$ cat config.mk
export PLATFORM = sky130hd
export DESIGN_NAME = breaker_failure_guard
export DESIGN_NICKNAME = d
export VERILOG_FILES = /design/src/hdl/breaker_failure_guard.v /design/src/hdl/phase_channel.v
export VERILOG_INCLUDE_DIRS = /design/src /design/src/hdl
export SDC_FILE = /design/constraint.sdc
export NUM_CORES = 1
export LEC_CHECK = 0
export ABC_AREA = 1
export BUFFER_PORTS_ARGS = -buffer_cell sky130_fd_sc_hd__clkbuf_2
export CORE_ASPECT_RATIO = 0.5
export CORE_UTILIZATION = 65
export DETAILED_ROUTE_END_ITERATION = 10
export PLACE_DENSITY = 0.95
export SETUP_SLACK_MARGIN = 0.2
export SYNTH_ARGS = -nofsm -noshare
export SYNTH_HDL_FRONTEND = slang
export SYNTH_SLANG_ARGS = --single-unit
$ cat constraint.sdc
create_clock -name ref_clk -period 5.85 [get_ports ref_clk]
set_clock_uncertainty 0.05 [all_clocks]
set_input_delay 1.4625 -clock ref_clk [delete_from_list [all_inputs] [get_ports ref_clk]]
set_output_delay 1.4625 -clock ref_clk [all_outputs]
set_load 0.03 [all_outputs]
$ cat src/hdl/breaker_failure_guard_defines.vh
`ifndef BREAKER_FAILURE_GUARD_DEFINES_VH
`define BREAKER_FAILURE_GUARD_DEFINES_VH

// Register byte offsets
`define BFG_ADDR_CTRL 8'h00
`define BFG_ADDR_PH_THR 8'h04
`define BFG_ADDR_N_THR 8'h08
`define BFG_ADDR_BACKUP_DLY 8'h0c
`define BFG_ADDR_RETRIP_DLY 8'h10
`define BFG_ADDR_PULSE_LEN 8'h14
`define BFG_ADDR_STATUS 8'h18
`define BFG_ADDR_MASK 8'h1c
`define BFG_ADDR_STATE 8'h20

// Control field positions
`define BFG_CTRL_MODE_LSB 0
`define BFG_CTRL_MODE_MSB 1
`define BFG_CTRL_RETRIP_BIT 4

// Operating selections
`define BFG_MODE_OFF 2'h0
`define BFG_MODE_CURRENT 2'h1
`define BFG_MODE_CONTACT 2'h2
`define BFG_MODE_BOTH 2'h3

// Status and mask layout
`define BFG_STAT_BACKUP_LSB 0
`define BFG_STAT_RETRIP_LSB 4

// State register layout
`define BFG_STATE_ACTIVE_LSB 0
`define BFG_STATE_BACKUP_LSB 4
`define BFG_STATE_RETRIP_LSB 8
`define BFG_STATE_FAULT_LSB 12
`define BFG_STATE_BLOCK_BIT 16

// Reset values
`define BFG_MODE_RST 2'h1
`define BFG_RETRIP_EN_RST 1'h0
`define BFG_PH_THR_RST 8'h1e
`define BFG_N_THR_RST 8'h1e
`define BFG_BACKUP_DLY_RST 16'h00c8
`define BFG_RETRIP_DLY_RST 16'h0064
`define BFG_PULSE_LEN_RST 16'h0064

// Timing: tick period in microseconds at the clock rate in MHz
`define BFG_CLK_MHZ 250
`define BFG_TICK_US 1000

`endif

$ cat src/hdl/breaker_failure_guard.v
// Implementation choices: the placing of the registers and the Wishbone interface to the registers.
`include "breaker_failure_guard_defines.vh"

module breaker_failure_guard #(
    parameter MAG_W = 16,
    parameter TIME_W = 16,
    parameter TICK_CYCLES = `BFG_CLK_MHZ * `BFG_TICK_US
) (
    input wire ref_clk,
    input wire rst,
    // Wishbone classic slave
    input wire wb_cyc_i,
    input wire wb_stb_i,
    input wire wb_we_i,
    input wire [7:0] wb_adr_i,
    input wire [31:0] wb_dat_i,
    input wire [3:0] wb_sel_i,
    output reg [31:0] wb_dat_o,
    output reg wb_ack_o,
    // Supervision inputs
    input wire [2:0] phaseStart,
    input wire [MAG_W-1:0] phaseMagA,
    input wire [MAG_W-1:0] phaseMagB,
    input wire [MAG_W-1:0] phaseMagC,
    input wire [MAG_W-1:0] residualMag,
    input wire [2:0] poleClosed,
    input wire blockIn,
    // Commands
    output wire [2:0] backupTrip,
    output wire [2:0] retripTrip,
    output reg irq
);
    localparam TICK_W = $clog2(TICK_CYCLES + 1);
    localparam [TICK_W-1:0] TICK_LAST = TICK_CYCLES - 1;

    // Byte-lane merge for register writes
    function [31:0] laneMerge;
        input [31:0] oldVal;
        input [31:0] newVal;
        input [3:0] sel;
        integer i;
        begin
            laneMerge = oldVal;
            for (i = 0; i < 4; i = i + 1) begin
                if (sel[i]) begin
                    laneMerge[i*8 +: 8] = newVal[i*8 +: 8];
                end
            end
        end
    endfunction

    // Failure present under the selected supervision
    function failureSeen;
        input [1:0] mode;
        input currentHigh;
        input closed;
        begin
            case (mode)
                `BFG_MODE_CURRENT: failureSeen = currentHigh;
                `BFG_MODE_CONTACT: failureSeen = closed;
                `BFG_MODE_BOTH: failureSeen = currentHigh | closed;
                default: failureSeen = 1'b0;
            endcase
        end
    endfunction

    reg [1:0] mode_q;
    reg retripEn_q;
    reg [7:0] phThr_q;
    reg [7:0] nThr_q;
    reg [TIME_W-1:0] backupDly_q;
    reg [TIME_W-1:0] retripDly_q;
    reg [TIME_W-1:0] pulseLen_q;
    reg [2:0] statBackup_q;
    reg [2:0] statRetrip_q;
    reg [2:0] maskBackup_q;
    reg [2:0] maskRetrip_q;
    reg [TICK_W-1:0] tickCnt_q;
    reg tick_q;

    wire [MAG_W-1:0] phaseMag [0:2];
    wire [2:0] fault;
    wire [2:0] active;
    wire [2:0] backupEvent;
    wire [2:0] retripEvent;
    wire disabled = mode_q == `BFG_MODE_OFF;
    wire clearAll = disabled | blockIn;
    wire residualHigh = residualMag >= {{(MAG_W-8){1'b0}}, nThr_q};
    wire wbReq = wb_cyc_i & wb_stb_i;
    wire wbCommit = wbReq & wb_we_i & wb_ack_o;
    wire [31:0] ctrlWord;
    wire [31:0] statusWord;
    wire [31:0] maskWord;
    wire [31:0] stateWord;
    reg [31:0] readMux;
    // Write data merged over the addressed register's current value
    wire [31:0] wrMerged = laneMerge(readMux, wb_dat_i, wb_sel_i);

    assign phaseMag[0] = phaseMagA;
    assign phaseMag[1] = phaseMagB;
    assign phaseMag[2] = phaseMagC;

    // 1 ms tick divider
    always @(posedge ref_clk) begin
        if (rst) begin
            tickCnt_q <= {TICK_W{1'b0}};
            tick_q <= 1'b0;
        end else if (tickCnt_q == TICK_LAST) begin
            tickCnt_q <= {TICK_W{1'b0}};
            tick_q <= 1'b1;
        end else begin
            tickCnt_q <= tickCnt_q + {{(TICK_W-1){1'b0}}, 1'b1};
            tick_q <= 1'b0;
        end
    end

    // Per-phase supervision and timers
    genvar p;
    generate
        for (p = 0; p < 3; p = p + 1) begin : g_phase
            wire currentHigh = (phaseMag[p] >= {{(MAG_W-8){1'b0}}, phThr_q})
                | residualHigh;
            assign fault[p] = failureSeen(mode_q, currentHigh, poleClosed[p]);

            phase_channel #(
                .TIME_W(TIME_W)
            ) u_channel (
                .ref_clk(ref_clk),
                .rst(rst),
                .clear(clearAll),
                .tick(tick_q),
                .startIn(phaseStart[p]),
                .fault(fault[p]),
                .retripEn(retripEn_q),
                .backupDelay(backupDly_q),
                .retripDelay(retripDly_q),
                .pulseLen(pulseLen_q),
                .active_q(active[p]),
                .backupTrip_q(backupTrip[p]),
                .retripTrip_q(retripTrip[p]),
                .backupEvent_q(backupEvent[p]),
                .retripEvent_q(retripEvent[p])
            );
        end
    endgenerate

    // Settings registers
    always @(posedge ref_clk) begin
        if (rst) begin
            mode_q <= `BFG_MODE_RST;
            retripEn_q <= `BFG_RETRIP_EN_RST;
            phThr_q <= `BFG_PH_THR_RST;
            nThr_q <= `BFG_N_THR_RST;
            backupDly_q <= `BFG_BACKUP_DLY_RST;
            retripDly_q <= `BFG_RETRIP_DLY_RST;
            pulseLen_q <= `BFG_PULSE_LEN_RST;
            maskBackup_q <= 3'h0;
            maskRetrip_q <= 3'h0;
        end else if (wbCommit) begin
            case (wb_adr_i)
                `BFG_ADDR_CTRL: begin
                    mode_q <= wrMerged[`BFG_CTRL_MODE_MSB:`BFG_CTRL_MODE_LSB];
                    retripEn_q <= wrMerged[`BFG_CTRL_RETRIP_BIT];
                end
                `BFG_ADDR_PH_THR: begin
                    phThr_q <= wrMerged[7:0];
                end
                `BFG_ADDR_N_THR: begin
                    nThr_q <= wb_sel_i[0] ? wb_dat_i[7:0] : nThr_q;
                end
                `BFG_ADDR_BACKUP_DLY: begin
                    backupDly_q <= wrMerged[TIME_W-1:0];
                end
                `BFG_ADDR_RETRIP_DLY: begin
                    retripDly_q <= wrMerged[TIME_W-1:0];
                end
                `BFG_ADDR_PULSE_LEN: begin
                    pulseLen_q <= wrMerged[TIME_W-1:0];
                end
                `BFG_ADDR_MASK: begin
                    if (wb_sel_i[0]) begin
                        maskBackup_q <= wb_dat_i[`BFG_STAT_BACKUP_LSB +: 3];
                        maskRetrip_q <= wb_dat_i[`BFG_STAT_RETRIP_LSB +: 3];
                    end
                end
                default: begin
                    mode_q <= mode_q;
                end
            endcase
        end
    end

    // Sticky event status, write one to clear; a new event wins over the clear
    wire clearStatus = wbCommit && (wb_adr_i == `BFG_ADDR_STATUS) && wb_sel_i[0];
    wire [2:0] clrBackup = clearStatus ? wb_dat_i[`BFG_STAT_BACKUP_LSB +: 3] : 3'h0;
    wire [2:0] clrRetrip = clearStatus ? wb_dat_i[`BFG_STAT_RETRIP_LSB +: 3] : 3'h0;

    always @(posedge ref_clk) begin
        if (rst) begin
            statBackup_q <= 3'h0;
            statRetrip_q <= 3'h0;
            irq <= 1'b0;
        end else begin
            statBackup_q <= (statBackup_q & ~clrBackup) | backupEvent;
            statRetrip_q <= (statRetrip_q & ~clrRetrip) | retripEvent;
            irq <= |((statBackup_q & ~clrBackup & maskBackup_q)
                | (statRetrip_q & ~clrRetrip & maskRetrip_q)
                | (backupEvent & maskBackup_q)
                | (retripEvent & maskRetrip_q));
        end
    end

    // Read views
    assign ctrlWord = {27'h0000000, retripEn_q, 2'h0, mode_q};
    assign statusWord = {25'h0000000, statRetrip_q, 1'b0, statBackup_q};
    assign maskWord = {25'h0000000, maskRetrip_q, 1'b0, maskBackup_q};
    assign stateWord = {15'h0000, blockIn, 1'b0, fault, 1'b0, retripTrip,
        1'b0, backupTrip, 1'b0, active};

    always @* begin
        case (wb_adr_i)
            `BFG_ADDR_CTRL: readMux = ctrlWord;
            `BFG_ADDR_PH_THR: readMux = {24'h000000, phThr_q};
            `BFG_ADDR_N_THR: readMux = {24'h000000, nThr_q};
            `BFG_ADDR_BACKUP_DLY: readMux = {{(32-TIME_W){1'b0}}, backupDly_q};
            `BFG_ADDR_RETRIP_DLY: readMux = {{(32-TIME_W){1'b0}}, retripDly_q};
            `BFG_ADDR_PULSE_LEN: readMux = {{(32-TIME_W){1'b0}}, pulseLen_q};
            `BFG_ADDR_STATUS: readMux = statusWord;
            `BFG_ADDR_MASK: readMux = maskWord;
            `BFG_ADDR_STATE: readMux = stateWord;
            default: readMux = 32'h00000000;
        endcase
    end

    // Wishbone answer: ack one cycle after the request, dropped the next
    always @(posedge ref_clk) begin
        if (rst) begin
            wb_ack_o <= 1'b0;
            wb_dat_o <= 32'h00000000;
        end else begin
            wb_ack_o <= wbReq & ~wb_ack_o;
            if (wbReq && !wb_ack_o && !wb_we_i) begin
                wb_dat_o <= readMux;
            end
        end
    end
endmodule // breaker_failure_guard

$ cat src/hdl/phase_channel.v
module phase_channel #(
    parameter TIME_W = 16
) (
    input wire ref_clk,
    input wire rst,
    input wire clear,
    input wire tick,
    input wire startIn,
    input wire fault,
    input wire retripEn,
    input wire [TIME_W-1:0] backupDelay,
    input wire [TIME_W-1:0] retripDelay,
    input wire [TIME_W-1:0] pulseLen,
    output reg active_q,
    output reg backupTrip_q,
    output reg retripTrip_q,
    output reg backupEvent_q,
    output reg retripEvent_q
);
    reg startPrev_q;
    reg [TIME_W-1:0] bkCnt_q;
    reg [TIME_W-1:0] rtCnt_q;
    reg bkDone_q;
    reg rtDone_q;
    reg [TIME_W-1:0] bkPulse_q;
    reg [TIME_W-1:0] rtPulse_q;
    wire startEdge = startIn & ~startPrev_q;
    wire [TIME_W-1:0] bkNext = bkCnt_q + {{(TIME_W-1){1'b0}}, 1'b1};
    wire [TIME_W-1:0] rtNext = rtCnt_q + {{(TIME_W-1){1'b0}}, 1'b1};
    wire bkFire = active_q & fault & tick & ~bkDone_q & (bkNext >= backupDelay);
    wire rtFire = active_q & fault & tick & retripEn & ~rtDone_q & (rtNext >= retripDelay);
    wire pulseOn = pulseLen != {TIME_W{1'b0}};

    // Edge history follows the pin through a clear, so no false start after it
    always @(posedge ref_clk) begin
        if (rst) begin
            startPrev_q <= 1'b0;
        end else begin
            startPrev_q <= startIn;
        end
    end

    always @(posedge ref_clk) begin
        if (rst || clear) begin
            active_q <= 1'b0;
            bkCnt_q <= {TIME_W{1'b0}};
            rtCnt_q <= {TIME_W{1'b0}};
            bkDone_q <= 1'b0;
            rtDone_q <= 1'b0;
            bkPulse_q <= {TIME_W{1'b0}};
            rtPulse_q <= {TIME_W{1'b0}};
            backupTrip_q <= 1'b0;
            retripTrip_q <= 1'b0;
            backupEvent_q <= 1'b0;
            retripEvent_q <= 1'b0;
        end else begin
            backupEvent_q <= bkFire;
            retripEvent_q <= rtFire;
            if (startEdge) begin
                active_q <= 1'b1;
                bkCnt_q <= {TIME_W{1'b0}};
                rtCnt_q <= {TIME_W{1'b0}};
                bkDone_q <= 1'b0;
                rtDone_q <= 1'b0;
            end else if (active_q && !fault) begin
                active_q <= 1'b0;
            end else if (active_q && tick) begin
                if (!bkDone_q) begin
                    bkCnt_q <= bkNext;
                end
                if (!rtDone_q) begin
                    rtCnt_q <= rtNext;
                end
                if (bkFire) begin
                    bkDone_q <= 1'b1;
                end
                if (rtFire) begin
                    rtDone_q <= 1'b1;
                end
            end
            // Trip pulses count down in ticks
            if (bkFire && pulseOn) begin
                backupTrip_q <= 1'b1;
                bkPulse_q <= pulseLen;
            end else if (tick && backupTrip_q) begin
                bkPulse_q <= bkPulse_q - {{(TIME_W-1){1'b0}}, 1'b1};
                if (bkPulse_q <= {{(TIME_W-1){1'b0}}, 1'b1}) begin
                    backupTrip_q <= 1'b0;
                end
            end
            if (rtFire && pulseOn) begin
                retripTrip_q <= 1'b1;
                rtPulse_q <= pulseLen;
            end else if (tick && retripTrip_q) begin
                rtPulse_q <= rtPulse_q - {{(TIME_W-1){1'b0}}, 1'b1};
                if (rtPulse_q <= {{(TIME_W-1){1'b0}}, 1'b1}) begin
                    retripTrip_q <= 1'b0;
                end
            end
        end
    end
endmodule // phase_channel

* Word level (Yosys, flattened, before mapping) *
Index checks and enable logic that the tools add are counted.

operators by class
  $add $sub $neg = 13
  shifts and indexed selects = 0
  order comparisons = 16
  equality and inequality tests = 12
  mux-type cells = 45
  reduce and logical (&&, ||, !) cells = 76
  divide/modulo/power cells = 0
  multiply operators = 0
  bitwise operators = 61

operator list
  cell                     count
  $mux W16                 12
  $pmux W17 S9             1
  $add A16 B1 Y16 const B  6
  $ge A16 B16 Y1           6
  $le A16 B1 Y1 const B    6
  $sub A16 B1 Y16 const B  6
  $ge A16 B8 Y1            4
  $reduce_and A3 Y1        14
  $eq A8 B5 Y1 const B     4
  $reduce_bool A2 Y1       15
  $and A1 B1 Y1            28
  $mux W1                  25
  $logic_and A1 B1 Y1      22
  $reduce_and A2 Y1        11
  $add A18 B1 Y18 const B  1
  $and A3 B3 Y3            6
  $eq A18 B18 Y1 const B   1
  $eq A8 B4 Y1 const B     2
  $mux W8                  2
  $reduce_bool A16 Y1      1
  $or A3 B3 Y3             5
  $not A1 Y1               13
  $pmux W1 S3              3
  $eq A8 B3 Y1 const B     1
  other kinds (12)         28

storage, ports and cells
  memories = 0
  output and inout bits = 40
  bits in writable memories = 0
  latch bits = 0
  ROM bits = 0
  word-level logic and storage cells = 275
  flip-flop bits (word level) = 348

* Depth between registers and ports, before layout *
Gate-level depths: netlist of run 1.

  depth after elaboration = 13
  mapped depth = 24
  depth with buffers taken out = 23

* Cells and area by module *
From an unflattened synthesis of run 1, not the netlist that was laid out.

unflattened totals
  cell total of the unflattened synthesis = 3465
  area total of the unflattened synthesis = 22402.7 µm²

by module, submodules not included
  module                                     cells each  instances  area each (µm²)
  phase_channel at g_phase[0].u_channel ...  852         2          5298.8
  breaker_failure_guard                      908         1          6427.4
  phase_channel at g_phase[2].u_channel      853         1          5377.7

* Worst setup path after synthesis of run 1 *
OpenSTA, ideal clock, no wires.

  path type = in2reg
  start = input port residualMag[7]
  end = register g_phase[1].u_channel.bkPulse_q[11]
  data required time = 5.668 ns
  path buffers = 2
  stages = 18
  library setup time = 0.132 ns
  path slack = 2.646 ns
  data arrival time = 3.021 ns
  cells stage by stage = ha_1 > nand2_1 > nor2_1 > nand2_1 > nand2_1 > inv_1 > nand2_1 > nor2_2 > nand3_2 > nand2_2 > nand2_4 > nand4_2 > nor2_2 > buf_4 > buf_6 > nand2_1 > o21ai_1 > a21oi_1

on the way
  word-level cells in the longest chain between the ends = 10
  elaborated cells on any way between the ends = 11

RTL lines
  item                                                   line                         source
  start, declared                                        breaker_failure_guard.v:25   input wire [MAG_W-1:0] residualMag,
  $ge A16 B8 Y1 (*)                                      breaker_failure_guard.v:88   wire residualHigh = residualMag >= {{(MAG_W-8){1'b0}}, nThr_q};
  $or A1 B1 Y1 (*)                                       breaker_failure_guard.v:122  | residualHigh;
  $or A1 B1 Y1                                           breaker_failure_guard.v:61   `BFG_MODE_BOTH: failureSeen = currentHigh | closed;
  $pmux W1 S3 (*)                                        breaker_failure_guard.v:58   case (mode)
  $and A1 B1 Y1 (*) (4 in series)                        phase_channel.v:30           wire bkFire = active_q & fault & tick & ~bkDone_q & (bkNext >= backupDelay);
  $logic_and A1 B1 Y1 (*)                                phase_channel.v:82           if (bkFire && pulseOn) begin
  $mux W16 / $reduce_bool A2 Y1 (equally long branches)  n/a
  end signal, assigned                                   phase_channel.v:50           bkPulse_q <= {TIME_W{1'b0}};
  end signal, assigned                                   phase_channel.v:84           bkPulse_q <= pulseLen;
  end signal, assigned                                   phase_channel.v:86           bkPulse_q <= bkPulse_q - {{(TIME_W-1){1'b0}}, 1'b1};
  end, declared                                          phase_channel.v:25           reg [TIME_W-1:0] bkPulse_q;

Mark *: on every way between the ends. The rest lies on a longest branch, timed or not.
A chain may end at the register's enable or synchronous reset.

* Worst setup path after layout of run 1 *
  start = register g_phase[1].u_channel.bkCnt_q[0]
  end = register g_phase[1].u_channel.bkPulse_q[12]

on the way
  word-level cells in the longest chain between the ends = 5
  elaborated cells on any way between the ends = 6

RTL lines
  item                                                   line                source
  start, declared                                        phase_channel.v:21  reg [TIME_W-1:0] bkCnt_q;
  start signal, assigned                                 phase_channel.v:46  bkCnt_q <= {TIME_W{1'b0}};
  start signal, assigned                                 phase_channel.v:61  bkCnt_q <= {TIME_W{1'b0}};
  start signal, assigned                                 phase_channel.v:69  bkCnt_q <= bkNext;
  $add A16 B1 Y16 (*)                                    phase_channel.v:28  wire [TIME_W-1:0] bkNext = bkCnt_q + {{(TIME_W-1){1'b0}}, 1'b1};
  via g_phase[1].u_channel.bkNext[14]                    phase_channel.v:28
  $ge A16 B16 Y1 (*)                                     phase_channel.v:30
  $and A1 B1 Y1 (*)                                      phase_channel.v:30
  $logic_and A1 B1 Y1 (*)                                phase_channel.v:82
  $mux W16 / $reduce_bool A2 Y1 (equally long branches)  n/a

The timed path passes the listed nets; every way through them passes the cells marked *.

==> results of run 1 <==
==> cell families after synthesis <==
kind of cell	count (synthesis)	share of synthesized area
AO/OA/AOI/OAI	708	0.182
XOR/XNOR	128	0.0545
adder cells (fa/ha/maj)	147	0.0893
buffers and inverters	483	0.0979
flip-flops	333	0.324
multiplexers	2	0.000973
other	1	0.000182
AND/OR/NAND/NOR	1169	0.251
==> final timing paths <==
check,cells past startpoint,start,end,slack [ps]
hold reg to reg,1,tickCnt_q[0],tickCnt_q[0],410
setup reg to reg,21,g_phase[1].u_channel.bkCnt_q[0],g_phase[1].u_channel.bkPulse_q[12],1590
hold / removal,1,tickCnt_q[0],tickCnt_q[0],410
setup / recovery,21,g_phase[1].u_channel.bkCnt_q[0],g_phase[1].u_channel.bkPulse_q[12],1590
==> final cells by class <==
class / count / area, um^2 / share of cell area
Clock inverter: 14 / 179 / 0.00800
Timing Repair Buffer: 142 / 751 / 0.0336
Inverter: 365 / 1370 / 0.0613
Antenna cell: 1 / 2.50 / 0.000112
Multi-Input combinational cell: 2169 / 12000 / 0.535
Tap cell: 423 / 529 / 0.0237
Clock buffer: 42 / 897 / 0.0401
Sequential cell: 333 / 6670 / 0.298
==> through the flow <==
stage          cells   util
4_1_cts         3488  0.727
6_report        3489  0.727
3_3_place_gp    3432  0.692
3_5_place_dp    3432  0.692
5_1_grt         3489  0.727
2_1_floorplan   2985      -
==> synthesized netlist by cell type, types with 6 or more instances <==
| master | count |
|---|---|
| nor2_4 | 6 |
| o21bai_1 | 7 |
| nor3_1 | 33 |
| nor4_1 | 13 |
| nand3_2 | 7 |
| buf_2 | 26 |
| inv_2 | 10 |
| o21ai_1 | 26 |
| nand4_1 | 30 |
| or2_2 | 6 |
| buf_6 | 8 |
| clkbuf_1 | 53 |
| o21a_1 | 14 |
| buf_4 | 29 |
| xnor2_1 | 15 |
| o22ai_1 | 17 |
| nand2_2 | 7 |
| xor2_1 | 113 |
| o21ai_0 | 231 |
| dfxtp_1 | 333 |
| nor3_2 | 14 |
| nor2_1 | 267 |
| nor3b_1 | 6 |
| nand2_1 | 625 |
| nor2_2 | 14 |
| ha_1 | 147 |
| nand3_1 | 119 |
| inv_1 | 352 |
| a21oi_1 | 368 |
| o211ai_1 | 12 |
==> layer usage <==
layer  wire length, um  track usage
met3              6880       0.0835
met2             27000        0.599
met1             23000        0.445
met4              3380        0.191
met5                 0            0
==> power by group through the flow <==
stage	clock [W]	combinational (W)	sequential (W)
after floorplan	0	0.000112	0.00234
after global placement	0	0.000193	0.00233
after detailed placement	0	0.000197	0.00233
after CTS	0.00217	0.000199	0.00228
after global routing	0.00227	0.000221	0.00228
final	0.00218	0.000207	0.00228
==> state kept, by name, indices dropped and copies added, names as in the netlist, 8 cells and up <==
signal,cells
backupDly_q,16
g_phase.u_channel.bkCnt_q,48
g_phase.u_channel.bkPulse_q,48
g_phase.u_channel.rtCnt_q,48
g_phase.u_channel.rtPulse_q,48
nThr_q,8
phThr_q,8
pulseLen_q,16
retripDly_q,16
tickCnt_q,18
wb_dat_o,17
==> cells in the final DEF, fill, tap and decap left out, types with 15 or more instances in the layout <==
master	count
buf_4	16
nand4_1	30
xnor2_1	15
nand3_1	119
nor2_1	267
a21oi_1	368
nor3_1	32
nand2_1	625
o22ai_1	17
inv_1	352
conb_1	15
dfxtp_1	333
o21ai_0	231
ha_1	147
nor3_2	15
o21ai_1	26
xor2_1	113
clkbuf_16	31
clkbuf_2	126
==> metrics.yaml, run 1 <==
status:
  status: "completed"
drt:
  detail_route.wirelength_um: 60200
  dr.pass1.iters: 6
  vias: 20800
  wire_per_inst_um: 17.3
  drt_iter0_drc: 2736
  route.detailed.drc: 0
  antenna_left: 0
  via_per_inst: 5.97
synthesis:
  yosysSeqAreaShare: 0.324
  synth_top_area_frac: 0.324
  syn_inst: 2971
  synth_ff_type: "dfxtp_1"
  async_reset_ff_frac: 0
  postSynthAreaPerCell_um2: 6.93
  ys_warn_count: 0
  synth_edf_count: 0
  ys_top_cells_by_area: "dfxtp_1, nand2_1, a21oi_1"
  synth_top_area_cell: "dfxtp_1"
  ys_ff_latch: 333
  synthesis.area_mm2: 0.0206
  synth_cell_type_count: 58
setup_path:
  crit_top_cell: "nand2_1"
  worstSetupPathType: "reg -> reg"
  critPathLaunchType: "flop"
  worstPathCellList: "ha_1 > nand3_1 > nor2_1 > nand2_1 > nor3_2 > nand4_1 > nor2_1 > xor2_1 > ha_1 > nand2_1 > inv_1 > o21ai_0 > nand2_1 > nor2_1 > nand3_1 > nand4_2 > nor2_2 > buf_4 > nor2_2 > nand2_1 > a21oi_1"
  cp_slowest_stage_delay_ps: 430
  cpLargestDelayFamily: "simple AND/OR/NAND/NOR gates"
  cp_max_fo: 13
  cp-end-kind: "flop"
  critPathBufInv: 2
  slowest_stage: "nor2_2"
  critical_path_arrival_ps: 4720
  required_ps: 6310
sta:
  final.setup.tns_ps: 0
  relSlewSlack: 0.278
  tightest_slew_ps: 1070
  hold_ws_ps: 412
  timing.fmax_ghz: 0.235
  finalSetupViolCount: 0
  final_max_slew_viol_count: 0
  grt_setup_unrepaired: "no"
  finalHoldViolCount: 0
  layout_setup_ws_ps: 1590
  post-route-min-period_ps: 4260
  fin_crit_sh: 0.728
final_layout:
  syn_to_final_growth_pct: 8.61
  final_nets: 3309
  finalInstanceArea_mm2: 0.0224
  drive_gt1_frac: 0.0920
  fill_cells: 2241
clock_tree:
  clk_path_buf_depth: 3
  cts-buffers-inserted: 31
  cts_num_sinks: 333
  htree_levels: 1
  cts.clk_slew.worst_paths_ps: 70
  clockRootBuffer: "clkbuf_16"
  postCtsSetupBuffers: 0
  cts_hold_buf: 0
  insertion_delay_ps: 590
  cts_tree: "built"
  cts_resized: 0
power:
  p_leak_nw: 10.1
  ir_worst_vdd_mv: 0.216
  seq_power_share: 0.489
  internal_power_w: 0.00358
  comb_power_share: 0.044
  power_frac_clock: 0.467
  swShare: 0.233
  power.total_w: 0.00467
  p_sw_w: 0.00109
  p_per_area_mw_per_mm2: 209
place:
  place_ws_ps: 1530
  hpwlAfterDp_um: 42200
  place_area_mm2: 0.0213
  portBuffers: 126
  gp_congestion: 1.03
global_routing:
  grt_pass1_vias: 19200
  grt_max_degree: 74
  gr-usage-all-layers: 0.363
  grt_first_pass_wirelength_um: 95000
  overflow: 0
  antenna_found_initial: 1
floorplan:
  core-area_mm2: 0.0307
  num_rows: 45
  dieArea_mm2: 0.0324
  die_w_um: 254
  io_pins: 160
  fp.dieH_um: 128
  initial_core_util: 0.670
run:
  maxCapViolCount: 0
worst_hold_path:
  hp-class: "reg -> reg"
Note: power is estimated with default switching activity, not from simulation.
==> run 2, diff against run 1 <==
Settings changed: CORE_UTILIZATION 65 to 61, PLACE_DENSITY 0.95 to 0.92.
Clock period 5.85 ns to 3.95 ns, I/O delays scaled along.
==> metrics.yaml, run 2 (synthesis gave the netlist of run 1 again) <==
setup_path:
  reg2reg_from: "g_phase[1].u_channel.bkCnt_q[2]"  # was g_phase[1].u_channel.bkCnt_q[0]
  critical_path_arrival_ps: 4180  # was 4720 ps
  crit_top_cell: "nand3_1"  # was nand2_1
  cp_max_fo: 29  # was 13
  slowest_stage: "dfxtp_1"  # was nor2_2
  cp_slowest_stage_delay_ps: 400  # was 430 ps
  cp-end-kind: "flop"  # unchanged
  critPathLaunchType: "flop"  # unchanged
  worstSetupPathType: "reg -> reg"  # unchanged
  r2r-end: "g_phase[1].u_channel.bkPulse_q[10]"  # was g_phase[1].u_channel.bkPulse_q[12]
  reg2reg_setup_slack_ps: 150  # was 1590 ps
  rr_worst_depth: 21  # unchanged
  required_ps: 4330  # was 6310 ps
  worstPathCellList: "nand3_1 > nor3_2 > nand3_2 > nor3_4 > nand4_1 > xor2_1 > inv_1 > ha_1 > nand2_1 > inv_1 > nand3_1 > nor2_1 > nand3_1 > nand3_2 > nand4_4 > nor2_4 > buf_12 > nor2_2 > buf_4 > nand2_1 > a21oi_1"  # was ha_1 > nand3_1 > nor2_1 > nand2_1 > nor3_2 > nand4_1 > nor2_1 > xor2_1 > ha_1 > nand2_1 > inv_1 > o21ai_0 > nand2_1 > nor2_1 > nand3_1 > nand4_2 > nor2_2 > buf_4 > nor2_2 > nand2_1 > a21oi_1
drt:
  via_per_inst: 6.06  # was 5.97
  antenna_left: 0  # unchanged
  vias: 21500  # was 20800
  detail_route.wirelength_um: 63700  # was 60200 um
  wl_met2_um: 28400  # was 27000 um
  route.detailed.drc: 0  # unchanged
  top_layer_used: "met4"  # unchanged
  route.met3.wl_um: 7660  # was 6880 um
  drt_iter0_drc: 2995  # was 2736
  wl_met1_um: 23800  # was 23000 um
  wire_per_inst_um: 17.9  # was 17.3 um
  dr.pass1.iters: 10  # was 6
sta:
  final_max_slew_viol_count: 0  # unchanged
  timing.fmax_ghz: 0.263  # was 0.235 GHz
  post-route-min-period_ps: 3800  # was 4260 ps
  tightest_slew_ps: 1090  # was 1070 ps
  grt_setup_unrepaired: "yes"  # was no
  finalSetupViolCount: 0  # unchanged
  fin_crit_sh: 0.962  # was 0.728
  relSlewSlack: 0.273  # was 0.278
  finalHoldViolCount: 0  # unchanged
  final.setup.tns_ps: 0  # unchanged
place:
  portBuffers: 126  # unchanged
  gp_congestion: 0.991  # was 1.03
  hpwlAfterDp_um: 42200  # about the same
clock_tree:
  clockRootBuffer: "clkbuf_16"  # unchanged
  insertion_delay_ps: 620  # was 590 ps
  cts_num_sinks: 333  # unchanged
  cts_tree: "built"  # unchanged
  cts-buffers-inserted: 31  # unchanged
  cts_hold_buf: 0  # unchanged
  clk_path_buf_depth: 3  # unchanged
  cts.clk_slew.worst_paths_ps: 70  # about the same
  htree_levels: 1  # unchanged
final_layout:
  final_cell_mix: "nand2_1, a21oi_1, inv_1, dfxtp_1, nor2_1"  # unchanged
  drive_gt1_frac: 0.122  # was 0.0920
  final_nets: 3353  # was 3309
  fill_cells: 2374  # was 2241
  antenna_cells: 0  # was 1
  syn_to_final_growth_pct: 12.2  # was 8.61%
  mostFrequentLayoutCell: "nand2_1"  # unchanged
global_routing:
  gr-usage-all-layers: 0.336  # was 0.363
  grt_max_degree: 87  # was 74
  overflow: 0  # unchanged
  grt_pass1_vias: 19400  # was 19200
  grt_first_pass_wirelength_um: 94400  # was 95000 um
  antenna_found_initial: 0  # was 1
power:
  p_leak_nw: 10.3  # was 10.1 nW
  power.total_w: 0.00694  # was 0.00467 W
  p_per_area_mw_per_mm2: 300  # was 209 mW/mm^2
  ir_worst_vdd_mv: 0.330  # was 0.216 mV
worst_hold_path:
  min-delay-start: "g_phase[2].u_channel.retripEvent_q"  # was tickCnt_q[0]
  hp-class: "reg -> reg"  # unchanged
  holdPathEnd: "statRetrip_q[2]"  # was tickCnt_q[0]
  whs_path_depth: 2  # was 1
status:
  status: "completed"  # unchanged
floorplan:
  die_w_um: 262  # was 254 um
  num_rows: 47  # was 45
  io_pins: 160  # unchanged
  initial_core_util: 0.622  # was 0.670
  fp.dieH_um: 132  # was 128 um
  core-area_mm2: 0.0331  # was 0.0307 mm^2
  dieArea_mm2: 0.0345  # was 0.0324 mm^2
run:
  maxCapViolCount: 0  # unchanged
## run 2: per-stage QoR
step                 util  hold WS (ps)  instances  area [um^2]  setup slack [ps]
floorplan               -           371       2985        20600               891
global placement    0.648           395       3466        21400               277
detailed placement  0.648           400       3466        21400              98.0
CTS                 0.682           412       3524        22600               203
global route        0.698           420       3550        23100             -2.00
finish              0.698           409       3550        23100               149
## run 2: final cells by class
| cell class | count | area, um^2 | share of cell area |
|---|---|---|---|
| clock buffers | 40 | 840 | 0.0363 |
| multi-input cells | 2170 | 12300 | 0.531 |
| inverters | 365 | 1370 | 0.0593 |
| well taps | 441 | 552 | 0.0239 |
| repair buffers | 185 | 1140 | 0.0495 |
| flip-flops and latches | 333 | 6690 | 0.289 |
| clock inverters | 16 | 234 | 0.0101 |
## run 2: how the worst max path moves through the flow
stage | start | end | slack (ps) | cells after the start
6_report | g_phase[1].u_channel.bkCnt_q[2] | g_phase[1].u_channel.bkPulse_q[10] | 150 | 21
5_1_grt | g_phase[1].u_channel.bkCnt_q[2] | g_phase[1].u_channel.bkPulse_q[2] | -2 | 20
3_3_place_gp | g_phase[0].u_channel.rtCnt_q[0] | g_phase[0].u_channel.rtPulse_q[4] | 280 | 21
3_5_place_dp | g_phase[0].u_channel.rtCnt_q[0] | g_phase[0].u_channel.rtPulse_q[9] | 100 | 20
4_1_cts | g_phase[0].u_channel.rtCnt_q[0] | g_phase[0].u_channel.rtPulse_q[14] | 200 | 22
2_1_floorplan | g_phase[0].u_channel.rtCnt_q[0] | g_phase[0].u_channel.rtPulse_q[6] | 890 | 21
## run 2: metal layers
layer,track usage,up-vias
li1,-,9961
met1,0.425,9794
met2,0.541,1390
met3,0.0690,367
met4,0.177,0
met5,0,-
## run 2: what timing repair did
item | in CTS | in global routing
resized for setup | 5 | 78
pin swaps | 3 | 48
setup buffers | 2 | 25
setup endpoints to repair | 28 | 100
cloned | 0 | 1
## run 2: power by group
part	switching, W	internal, W	leakage [nW]
Combinational	0.000218	0.0000918	7.09
Sequential	0.0000103	0.00337	2.69
Clock	0.00142	0.00184	0.516
Total	0.00165	0.00529	10.3
## run 2: worst max-delay path: cells and delay by family (launching register included)
family	cells	cell delay [ps]
buffers and inverters	4	490
and+or+nand+nor	14	2130
xor gates and xnor gates	1	180
adders and majority gates	1	290
DFF	1	400
AOI/OAI and AO/OA	1	60
